**src/hdl/rss_pkg.sv**
```systemverilog
// Shared constants, types and helpers of the receiver strobe block
package rss_pkg;

  // Clock and timing
  localparam int CLK_HZ = 40_000_000;
  localparam int CLK_NS = 25;
  localparam int MARK_MIN_NS = 150;
  localparam int MARK_MIN_CYC = MARK_MIN_NS / CLK_NS + 1;
  localparam int RST_MIN_US = 20;
  localparam int RST_MIN_CYC = RST_MIN_US * 1000 / CLK_NS + 1;
  localparam int BOOT_US = 100;
  localparam int BOOT_CYC = BOOT_US * 1000 / CLK_NS;
  localparam int SYNC_PERIOD_MS = 1000;
  localparam int SYNC_PERIOD_CYC = SYNC_PERIOD_MS * (CLK_HZ / 1000);
  localparam int SYNC_WIDTH_US = 1000;
  localparam int SYNC_WIDTH_CYC = SYNC_WIDTH_US * (CLK_HZ / 1_000_000);

  // Register byte offsets
  localparam logic [5:0] OFS_CTRL = 6'h00;
  localparam logic [5:0] OFS_STATE = 6'h04;
  localparam logic [5:0] OFS_INT_STATUS = 6'h08;
  localparam logic [5:0] OFS_INT_CLEAR = 6'h0c;
  localparam logic [5:0] OFS_INT_ENABLE = 6'h10;
  localparam logic [5:0] OFS_SYNC_PERIOD = 6'h14;
  localparam logic [5:0] OFS_SYNC_WIDTH = 6'h18;
  localparam logic [5:0] OFS_FREQ_HALF0 = 6'h1c;
  localparam logic [5:0] OFS_MARK_TIME0 = 6'h2c;
  localparam logic [5:0] OFS_TIME_NOW = 6'h3c;

  // Control fields and reset values
  localparam int CTRL_MARK_POL_LSB = 0;
  localparam int CTRL_FREQ_POL_LSB = 4;
  localparam int CTRL_SYNC_POL = 8;
  localparam int CTRL_W = 9;
  localparam logic [CTRL_W-1:0] CTRL_RST = 9'h000;

  // Interrupt bits
  localparam int INT_MARK_LSB = 0;
  localparam int INT_ERR = 4;
  localparam int INT_FATAL = 5;
  localparam int INT_SYNC = 6;
  localparam int INT_W = 7;
  localparam logic [INT_W-1:0] INT_RST = 7'h00;

  typedef enum logic [1:0] {
    RSS_BOOT = 2'b00,
    RSS_RUN = 2'b01,
    RSS_REBOOT = 2'b11
  } rss_state_t;

  // Polarity bit 0 means active low; converts pin level and active level both ways
  function automatic logic rss_pol(input logic lvl, input logic pol);
    rss_pol = pol ? lvl : ~lvl;
  endfunction

endpackage

```
**src/hdl/rss_ch_if.sv**
```systemverilog
// Per-channel signals between the strobe top and its filter and generator
`timescale 1ns/100ps
`default_nettype none
interface rss_ch_if #(
  parameter int HW = 16
);
  logic pol;
  logic evt;
  logic lvl;
  logic [HW-1:0] half;
  logic wave;
  modport filt (input pol, output evt, output lvl);
  modport gen (input half, output wave);
  modport top (output pol, output half, input evt, input lvl, input wave);
endinterface
`default_nettype wire

```
**src/hdl/rss_strobe_top.sv**
```systemverilog
// Receiver status strobes, event marks, frequency outputs and time-sync pulse
//
// Local design decisions: the register offsets and the Avalon-MM register port.
`timescale 1ns/100ps
`default_nettype none
module rss_strobe_top
  import rss_pkg::*;
#(
  parameter int HW = 16,
  parameter int BOOT_CYCLES = BOOT_CYC,
  parameter int SYNC_PERIOD_RST = SYNC_PERIOD_CYC,
  parameter int SYNC_WIDTH_RST = SYNC_WIDTH_CYC
) (
  input wire logic clk,
  input wire logic arst_n,
  input wire logic clk_en,
  input wire logic [5:0] avs_address,
  input wire logic avs_read,
  input wire logic avs_write,
  input wire logic [31:0] avs_writedata,
  input wire logic [3:0] avs_byteenable,
  output logic [31:0] avs_readdata,
  output logic avs_waitrequest,
  input wire logic mark_input_1,
  input wire logic mark_input_2,
  input wire logic mark_input_3,
  input wire logic mark_input_4,
  input wire logic external_reset_n,
  input wire logic rx_error,
  input wire logic rx_fatal,
  input wire logic rx_pos_ok,
  input wire logic gnss_epoch,
  output logic error_out,
  output logic command_ready,
  output logic position_valid,
  output logic time_sync_pulse,
  output logic freq_output_1,
  output logic freq_output_2,
  output logic freq_output_3,
  output logic freq_output_4,
  output logic [3:0] mark_event,
  output logic irq
);
  localparam logic [31:0] BOOT_LAST = 32'(BOOT_CYCLES - 1);
  localparam logic [31:0] SYNC_PERIOD_INIT = 32'(SYNC_PERIOD_RST);
  localparam logic [31:0] SYNC_WIDTH_INIT = 32'(SYNC_WIDTH_RST);

  // Register state
  logic [CTRL_W-1:0] ctrl_r;
  logic [INT_W-1:0] int_status_r;
  logic [INT_W-1:0] int_en_r;
  logic [31:0] sync_period_r;
  logic [31:0] sync_width_r;
  logic [HW-1:0] freq_half_r [4];
  logic [31:0] mark_time_r [4];
  logic [31:0] time_now_r;

  // Bus state
  logic avs_waitrequest_r;
  logic [31:0] avs_readdata_r;
  logic req;
  logic wr_en;
  logic [5:0] word_addr;
  logic [31:0] rd_mux;

  // Card state
  rss_state_t state_r;
  logic [31:0] boot_cnt_r;
  logic card_rst;
  logic running;
  logic [31:0] sync_cnt_r;
  logic sync_active;

  // Output flops
  logic error_out_r;
  logic command_ready_r;
  logic position_valid_r;
  logic time_sync_pulse_r;
  logic [3:0] freq_out_r;
  logic [3:0] mark_event_r;
  logic irq_r;

  logic [3:0] mark_pins;
  logic [3:0] mark_evt;
  logic [3:0] wave;
  logic [INT_W-1:0] int_set;
  logic [INT_W-1:0] int_clr;

  // Byte-lane merge of a write into a stored word
  function automatic logic [31:0] be_merge(input logic [31:0] old, input logic [31:0] wdata,
                                           input logic [3:0] be);
    logic [31:0] res;
    res = old;
    for (int b = 0; b < 4; b++) begin
      if (be[b]) begin
        res[8*b +: 8] = wdata[8*b +: 8];
      end
    end
    be_merge = res;
  endfunction

  assign mark_pins = {mark_input_4, mark_input_3, mark_input_2, mark_input_1};

  // Mark filters and frequency generators, one pair per channel
  genvar gi;
  generate
    for (gi = 0; gi < 4; gi++) begin : g_ch
      rss_ch_if #(.HW(HW)) ch ();
      assign ch.pol = ctrl_r[CTRL_MARK_POL_LSB + gi];
      assign ch.half = freq_half_r[gi];
      assign mark_evt[gi] = ch.evt;
      assign wave[gi] = ch.wave;

      rss_mark_filter #(.MIN_CYC(MARK_MIN_CYC)) u_mark (
        .clk(clk),
        .arst_n(arst_n),
        .clk_en(clk_en),
        .pin(mark_pins[gi]),
        .ch(ch.filt)
      );

      rss_freq_gen #(.HW(HW)) u_freq (
        .clk(clk),
        .arst_n(arst_n),
        .clk_en(clk_en),
        .ch(ch.gen)
      );
    end
  endgenerate

  // External reset: synchronised and held longer than the minimum before it acts
  rss_ch_if #(.HW(HW)) rst_ch ();
  assign rst_ch.pol = 1'b0;
  assign rst_ch.half = '0;
  assign card_rst = rst_ch.lvl;

  rss_mark_filter #(.MIN_CYC(RST_MIN_CYC)) u_ext_rst (
    .clk(clk),
    .arst_n(arst_n),
    .clk_en(clk_en),
    .pin(external_reset_n),
    .ch(rst_ch.filt)
  );

  // Avalon request decode
  assign req = avs_read | avs_write;
  assign wr_en = avs_write && !avs_waitrequest_r;
  assign word_addr = {avs_address[5:2], 2'b00};

  // One wait cycle, then the answer edge
  always_ff @(posedge clk or negedge arst_n) begin
    if (!arst_n) begin
      avs_waitrequest_r <= 1'b1;
    end else if (clk_en) begin
      avs_waitrequest_r <= !(req && avs_waitrequest_r);
    end
  end

  // Read multiplexer; unmapped words read zero
  always_comb begin
    rd_mux = 32'h0000_0000;
    unique case (word_addr)
      OFS_CTRL: rd_mux = 32'(ctrl_r);
      OFS_STATE: rd_mux = {25'h0000000, card_rst, position_valid_r, error_out_r, command_ready_r,
                           time_sync_pulse_r, state_r};
      OFS_INT_STATUS: rd_mux = 32'(int_status_r);
      OFS_INT_ENABLE: rd_mux = 32'(int_en_r);
      OFS_SYNC_PERIOD: rd_mux = sync_period_r;
      OFS_SYNC_WIDTH: rd_mux = sync_width_r;
      OFS_FREQ_HALF0: rd_mux = 32'(freq_half_r[0]);
      OFS_FREQ_HALF0 + 6'h04: rd_mux = 32'(freq_half_r[1]);
      OFS_FREQ_HALF0 + 6'h08: rd_mux = 32'(freq_half_r[2]);
      OFS_FREQ_HALF0 + 6'h0c: rd_mux = 32'(freq_half_r[3]);
      OFS_MARK_TIME0: rd_mux = mark_time_r[0];
      OFS_MARK_TIME0 + 6'h04: rd_mux = mark_time_r[1];
      OFS_MARK_TIME0 + 6'h08: rd_mux = mark_time_r[2];
      OFS_MARK_TIME0 + 6'h0c: rd_mux = mark_time_r[3];
      OFS_TIME_NOW: rd_mux = time_now_r;
      default: rd_mux = 32'h0000_0000;
    endcase
  end

  // Read data captured at the edge that drops waitrequest
  always_ff @(posedge clk or negedge arst_n) begin
    if (!arst_n) begin
      avs_readdata_r <= 32'h0000_0000;
    end else if (clk_en && avs_read && avs_waitrequest_r) begin
      avs_readdata_r <= rd_mux;
    end
  end

  // Configuration registers
  always_ff @(posedge clk or negedge arst_n) begin
    if (!arst_n) begin
      ctrl_r <= CTRL_RST;
      int_en_r <= INT_RST;
      sync_period_r <= SYNC_PERIOD_INIT;
      sync_width_r <= SYNC_WIDTH_INIT;
    end else if (clk_en && wr_en) begin
      unique case (word_addr)
        OFS_CTRL: ctrl_r <= CTRL_W'(be_merge(32'(ctrl_r), avs_writedata, avs_byteenable));
        OFS_INT_ENABLE: int_en_r <= INT_W'(be_merge(32'(int_en_r), avs_writedata, avs_byteenable));
        OFS_SYNC_PERIOD: sync_period_r <= be_merge(sync_period_r, avs_writedata, avs_byteenable);
        OFS_SYNC_WIDTH: sync_width_r <= be_merge(sync_width_r, avs_writedata, avs_byteenable);
        default: ;
      endcase
    end
  end

  // Frequency half periods, one word per output
  always_ff @(posedge clk or negedge arst_n) begin
    if (!arst_n) begin
      for (int i = 0; i < 4; i++) begin
        freq_half_r[i] <= '0;
      end
    end else if (clk_en && wr_en) begin
      for (int i = 0; i < 4; i++) begin
        if (word_addr == OFS_FREQ_HALF0 + 6'(4 * i)) begin
          freq_half_r[i] <= HW'(be_merge(32'(freq_half_r[i]), avs_writedata, avs_byteenable));
        end
      end
    end
  end

  // Free-running time base and mark time records
  always_ff @(posedge clk or negedge arst_n) begin
    if (!arst_n) begin
      time_now_r <= 32'h0000_0000;
      for (int i = 0; i < 4; i++) begin
        mark_time_r[i] <= 32'h0000_0000;
      end
    end else if (clk_en) begin
      time_now_r <= time_now_r + 32'h0000_0001;
      for (int i = 0; i < 4; i++) begin
        if (mark_evt[i]) begin
          mark_time_r[i] <= time_now_r;
        end
      end
    end
  end

  // Boot, run and restart sequencing
  always_ff @(posedge clk or negedge arst_n) begin
    if (!arst_n) begin
      state_r <= RSS_BOOT;
      boot_cnt_r <= 32'h0000_0000;
    end else if (clk_en) begin
      if (card_rst) begin
        state_r <= RSS_BOOT;
        boot_cnt_r <= 32'h0000_0000;
      end else begin
        unique case (state_r)
          RSS_BOOT, RSS_REBOOT: begin
            if (boot_cnt_r == BOOT_LAST) begin
              state_r <= RSS_RUN;
              boot_cnt_r <= 32'h0000_0000;
            end else begin
              boot_cnt_r <= boot_cnt_r + 32'h0000_0001;
            end
          end
          RSS_RUN: begin
            if (rx_fatal) begin
              state_r <= RSS_REBOOT;
            end
            boot_cnt_r <= 32'h0000_0000;
          end
          default: begin
            state_r <= RSS_BOOT;
            boot_cnt_r <= 32'h0000_0000;
          end
        endcase
      end
    end
  end

  assign running = (state_r == RSS_RUN) && !card_rst && !rx_fatal;

  // Status strobes, all low outside running
  always_ff @(posedge clk or negedge arst_n) begin
    if (!arst_n) begin
      command_ready_r <= 1'b0;
      error_out_r <= 1'b0;
      position_valid_r <= 1'b0;
    end else if (clk_en) begin
      command_ready_r <= running;
      error_out_r <= running && rx_error;
      position_valid_r <= running && rx_pos_ok && !rx_error;
    end
  end

  // Time-sync counter restarts on every GNSS epoch
  always_ff @(posedge clk or negedge arst_n) begin
    if (!arst_n) begin
      sync_cnt_r <= 32'h0000_0000;
    end else if (clk_en) begin
      if (gnss_epoch || sync_cnt_r >= sync_period_r - 32'h0000_0001) begin
        sync_cnt_r <= 32'h0000_0000;
      end else begin
        sync_cnt_r <= sync_cnt_r + 32'h0000_0001;
      end
    end
  end

  assign sync_active = (sync_period_r != 32'h0000_0000) && (sync_cnt_r < sync_width_r);

  // Pin drivers; polarity applied to the sync and frequency outputs, not to mark events
  always_ff @(posedge clk or negedge arst_n) begin
    if (!arst_n) begin
      time_sync_pulse_r <= 1'b1;
      freq_out_r <= 4'hf;
      mark_event_r <= 4'h0;
    end else if (clk_en) begin
      time_sync_pulse_r <= rss_pol(sync_active, ctrl_r[CTRL_SYNC_POL]);
      for (int i = 0; i < 4; i++) begin
        freq_out_r[i] <= rss_pol(wave[i], ctrl_r[CTRL_FREQ_POL_LSB + i]);
      end
      mark_event_r <= mark_evt;
    end
  end

  // Interrupt sources and write-one clear; a set wins over a clear
  always_comb begin
    int_set = INT_RST;
    int_set[INT_MARK_LSB +: 4] = mark_evt;
    int_set[INT_ERR] = running && rx_error && !error_out_r;
    int_set[INT_FATAL] = (state_r == RSS_RUN) && rx_fatal && !card_rst;
    int_set[INT_SYNC] = sync_active && (sync_cnt_r == 32'h0000_0000);
    int_clr = INT_RST;
    if (wr_en && word_addr == OFS_INT_CLEAR) begin
      int_clr = INT_W'(be_merge(32'h0000_0000, avs_writedata, avs_byteenable));
    end
  end

  // Sticky status and level interrupt
  always_ff @(posedge clk or negedge arst_n) begin
    if (!arst_n) begin
      int_status_r <= INT_RST;
      irq_r <= 1'b0;
    end else if (clk_en) begin
      int_status_r <= (int_status_r & ~int_clr) | int_set;
      irq_r <= |(((int_status_r & ~int_clr) | int_set) & int_en_r);
    end
  end

  assign avs_waitrequest = avs_waitrequest_r;
  assign avs_readdata = avs_readdata_r;
  assign error_out = error_out_r;
  assign command_ready = command_ready_r;
  assign position_valid = position_valid_r;
  assign time_sync_pulse = time_sync_pulse_r;
  assign freq_output_1 = freq_out_r[0];
  assign freq_output_2 = freq_out_r[1];
  assign freq_output_3 = freq_out_r[2];
  assign freq_output_4 = freq_out_r[3];
  assign mark_event = mark_event_r;
  assign irq = irq_r;
endmodule
`default_nettype wire

```
**src/hdl/rss_mark_filter.sv**
```systemverilog
// Pin synchroniser, width filter and leading-edge detector
`timescale 1ns/100ps
`default_nettype none
module rss_mark_filter
  import rss_pkg::*;
#(
  parameter int MIN_CYC = MARK_MIN_CYC
) (
  input wire logic clk,
  input wire logic arst_n,
  input wire logic clk_en,
  input wire logic pin,
  rss_ch_if.filt ch
);
  localparam int CW = $clog2(MIN_CYC + 1);
  localparam logic [CW-1:0] CNT_LAST = CW'(MIN_CYC - 1);
  localparam logic [CW-1:0] CNT_SAT = CW'(MIN_CYC);

  logic sync1_r;
  logic sync2_r;
  logic [CW-1:0] cnt_r;
  logic active;

  // Two flops before anything looks at the pin
  always_ff @(posedge clk or negedge arst_n) begin
    if (!arst_n) begin
      sync1_r <= 1'b1;
      sync2_r <= 1'b1;
    end else if (clk_en) begin
      sync1_r <= pin;
      sync2_r <= sync1_r;
    end
  end

  assign active = rss_pol(sync2_r, ch.pol);

  // Count consecutive active samples, saturating
  always_ff @(posedge clk or negedge arst_n) begin
    if (!arst_n) begin
      cnt_r <= '0;
    end else if (clk_en) begin
      if (!active) begin
        cnt_r <= '0;
      end else if (cnt_r != CNT_SAT) begin
        cnt_r <= cnt_r + 1'b1;
      end
    end
  end

  // One event per qualifying pulse, plus the qualified level
  always_ff @(posedge clk or negedge arst_n) begin
    if (!arst_n) begin
      ch.evt <= 1'b0;
      ch.lvl <= 1'b0;
    end else if (clk_en) begin
      ch.evt <= active && (cnt_r == CNT_LAST);
      ch.lvl <= active && (cnt_r >= CNT_LAST);
    end
  end
endmodule
`default_nettype wire

```
**src/hdl/rss_freq_gen.sv**
```systemverilog
// Square-wave generator with a programmable half period
`timescale 1ns/100ps
`default_nettype none
module rss_freq_gen
  import rss_pkg::*;
#(
  parameter int HW = 16
) (
  input wire logic clk,
  input wire logic arst_n,
  input wire logic clk_en,
  rss_ch_if.gen ch
);
  logic [HW-1:0] cnt_r;

  // Half period of zero stops the wave (0 Hz)
  always_ff @(posedge clk or negedge arst_n) begin
    if (!arst_n) begin
      cnt_r <= '0;
      ch.wave <= 1'b0;
    end else if (clk_en) begin
      if (ch.half == '0) begin
        cnt_r <= '0;
        ch.wave <= 1'b0;
      end else if (cnt_r >= ch.half - 1'b1) begin
        cnt_r <= '0;
        ch.wave <= ~ch.wave;
      end else begin
        cnt_r <= cnt_r + 1'b1;
      end
    end
  end
endmodule
`default_nettype wire

```
**config.mk**
```make
export PLATFORM = sky130hd
export DESIGN_NAME = rss_strobe_top
export DESIGN_NICKNAME = d
export VERILOG_FILES = /design/src/hdl/rss_pkg.sv /design/src/hdl/rss_ch_if.sv /design/src/hdl/rss_strobe_top.sv /design/src/hdl/rss_mark_filter.sv /design/src/hdl/rss_freq_gen.sv
export SDC_FILE = /design/constraint.sdc
export NUM_CORES = 1
export LEC_CHECK = 0
export ABC_AREA = 1
export ABC_CLOCK_PERIOD_IN_PS = 7630
export BUFFER_PORTS_ARGS = -buffer_cell sky130_fd_sc_hd__buf_2
export CAP_MARGIN = 20
export CORE_UTILIZATION = 40
export CTS_BUF_LIST = sky130_fd_sc_hd__clkbuf_2
export DETAILED_ROUTE_END_ITERATION = 8
export HOLD_SLACK_MARGIN = 0.15
export RECOVER_POWER = 25
export SYNTH_ARGS = -nofsm -noshare
export SYNTH_HDL_FRONTEND = slang
export SYNTH_SLANG_ARGS = --single-unit
```
**constraint.sdc**
```tcl
create_clock -name clk -period 7.63 [get_ports clk]
set_input_delay 0.763 -clock clk [delete_from_list [all_inputs] [get_ports clk]]
set_output_delay 0.763 -clock clk [all_outputs]
set_load 0.05 [all_outputs]
```
==> results.sh <==
export IMPL_status="finished, violations left"
export IMPL_violations="max-capacitance violations, max-slew violations"
export IMPL_die_x_um=271
export IMPL_worst_pin_slew_ns=3.25
export IMPL_routed_wl_um=85300
export IMPL_hold_viol=0
export IMPL_arrival_ns=5.35
export IMPL_cts_buffer_depth=3
export IMPL_gp_congestion=0.895
export IMPL_final_cell_mix="812 x nand2_1, 499 x dfrtp_1, 417 x o21ai_0"
export IMPL_fin_worst_skew_ns=0.102
export IMPL_path_class="primary input to asynchronous set/reset pin"
export IMPL_ir_drop_uv=133
export IMPL_num_vias=25000
export IMPL_relSlewSlack_pct=-116
export IMPL_cts_buffers=145
export IMPL_internal_power_mw=4.77
export IMPL_grt_pass1_wl_um=136000
export IMPL_post_cts_resized=0
export IMPL_overflow=0
export IMPL_setup_viol=0
export IMPL_track_usage_pct=23.7
export IMPL_period_needed_ns=4.67
export IMPL_async_flop_share_pct=100
export IMPL_io_buffers=99
export IMPL_ys_ff_latch=528
export IMPL_die_y_um=271
export IMPL_antenna_left=0
export IMPL_synth_warnings=0
export IMPL_grt_max_degree=130
export IMPL_io_pin_count=102
export IMPL_drt_iter0_markers=1932
export IMPL_p_clk_share_pct=27.3
export IMPL_drt_first_pass_iters=6
export IMPL_initial_core_util_pct=40.4
export IMPL_synth_edff_count=0
export IMPL_p_switching_mw=2.92
export IMPL_clk_pin_slew_ns=0.08
export IMPL_cts_sinks=528
export IMPL_synth_fp_nets=3731
export IMPL_drv_cap=4
export IMPL_die_area_um2=73300
export IMPL_hpwl_um=59000
export IMPL_synth_cell_types=53
export IMPL_synth_area_per_cell_um2=8.21
export IMPL_instances_no_fill=4821
export IMPL_worstPathMaxFanout=129
export IMPL_grt_setup_unrepaired="no"
export IMPL_clk_latency_ns=1.33
export IMPL_rows=98
export IMPL_syn2layout_area_growth_pct=12.4
export IMPL_start_kind="primary input"
export IMPL_cts_root_buf="clkbuf_2"
export IMPL_wl_per_cell_um=17.7
export IMPL_power_frac_comb_pct=26.1
export IMPL_endpoint_kind="asynchronous set/reset pin"
export IMPL_fin_setup_tns_ns=0
export IMPL_p_leak_nw=16.0
export IMPL_drc=0
export IMPL_seq_power_share_pct=46.6
export IMPL_ys_seq_area_share_pct=45.9
export IMPL_fmax_mhz=214
export IMPL_drive_above_1_share_pct=11.3
export IMPL_synth_top_area_share_pct=43.2
export IMPL_syn_instance_count=3517
export IMPL_hold_path_class="primary input to register"
export IMPL_netlist_area_um2=28900
export IMPL_slew_viol_final=289
export IMPL_synthTopCellsByArea="dfrtp_1 43%, nand2_1 11%, o21ai_0 7.2%, ha_1 6.8%, xor2_1 5.1%"
export IMPL_cts_htree_levels=4
export IMPL_powerDensity_nw_per_um2=237
export IMPL_cts_setup_buffers=0
export IMPL_fin_nets=3974
export IMPL_swShare_pct=38.0
export IMPL_tritoncts="done"
export IMPL_fin_crit_sh_pct=61.2
export IMPL_yosys_area_top_type="dfrtp_1"
export IMPL_required_ns=8.31
export IMPL_ctsHoldBuffers=80
export IMPL_antenna_found_initial=3
export IMPL_grt_pass1_vias=24100
export IMPL_final_common_cell="nand2_1"
export IMPL_dp_cells=4483
export IMPL_vias_per_cell=5.18
export IMPL_synth_ff_type="dfrtp_1"
export IMPL_core_area_um2=71500
[kinds of logic after synthesis]
logic type / after synthesis / synth area share (%)
simple gates: 1472 / 21.6
compound gates: 657 / 12.7
flops: 528 / 45.9
buf+inv: 487 / 6.45
xor+xnor: 209 / 6.34
fa+ha+maj: 158 / 6.84
mux: 6 / 0.234
[path summary, 6_finish.rpt]
path / startpoint / to / slack, ns / cells after the start
setup / recovery: arst_n / mark_time_r[86]$_DFFE_PN0P_ / 2.96 / 4
hold / removal: avs_writedata[17] / sync_period_r[17]$_DFFE_PN1P_ / 0.31 / 4
setup reg to reg: sync_period_r[5]$_DFFE_PN0P_ / sync_cnt_r[13]$_DFFE_PN0P_ / 3.45 / 19
max in group clk: clk_en / time_now_r[28]$_DFFE_PN0P_ / 3.13 / 12
min in group asynchronous: arst_n / g_ch[2].u_mark.sync2_r$_DFFE_PN1P_ / 1.38 / 3
hold reg to reg: time_now_r[30]$_DFFE_PN0P_ / time_now_r[30]$_DFFE_PN0P_ / 0.47 / 1
[synth_stat cells (5+ instances only)]
cell type  number
nor2_2          9
nand2_1       816
nor3_2         11
o21a_1          5
mux2_2          6
dfrtp_1       499
nand3_1       132
nor2_1        316
o211ai_1        9
a211oi_1        5
nor4_1         21
nor3_1         75
inv_1         379
o2111ai_1      10
clkbuf_1       78
ha_1          158
nand2_2         5
nand4_1        54
o22ai_1        32
o21ai_1         6
buf_2          16
a221oi_1       47
a31oi_1         8
xor2_1        168
o21ai_0       417
dfstp_2        29
xnor2_1        41
buf_1           7
a21oi_1       102
or2_2          10
[final cells by class]
class	count	area (um2)
diodes	1	2.50
clock buffers	213	1070
clock inverters	44	264
fillers	7149	39000
inverters	383	1440
multi-input cells	2502	13800
flip-flops and latches	528	13200
well taps	950	1190
repair buffers	200	1460
[critical path: stages]
cell           delay (ns)
dlygate4sd3_1        0.52
dlygate4sd3_1        0.55
clkbuf_1             0.97
clkbuf_2             2.35
[through the flow]
step           hold WS (ns)  area (um2)  setup slack, ns  total power [mW]  util (%)
6_report              0.308       32500             2.96              7.69      45.4
5_1_grt               0.236       32500             2.36              8.26      45.4
4_1_cts               0.158       32500             3.52              7.77      45.5
3_5_place_dp          0.458       30400             3.54              5.60      42.5
3_3_place_gp          0.452       30400             3.60              5.54      42.5
2_1_floorplan         0.442       28900             4.48              4.97         -
[power groups by stage]
stage,registers (mW),logic [mW],clock network [mW]
3_3_place_gp,3.61,1.93,0
3_5_place_dp,3.62,1.98,0
2_1_floorplan,3.67,1.30,0
5_1_grt,3.64,2.31,2.32
4_1_cts,3.57,2.02,2.17
6_report,3.58,2.01,2.10
[sequential cells by signal, summed over array words and instances (netlist names), 9 cells and up]
name               flops
ctrl_r                 9
sync_cnt_r            32
mark_time_r          128
avs_readdata          32
sync_period_r         32
g_ch.u_mark.cnt_r     12
g_ch.u_freq.cnt_r     64
time_now_r            32
g_ch.ch.half          64
boot_cnt_r            32
sync_width_r          32
u_ext_rst.cnt_r       10
[per-layer routing]
layer	part of all wire, %	up-vias	global-route usage (%)	routed length, um
li1	-	12200	-	-
met1	46	11800	32.9	39000
met2	44	773	36.5	37900
met3	7.3	160	5.17	6180
met4	2.6	4	8.16	2240
met5	0.025	-	0	21
Power figures use the tool's default switching activity.
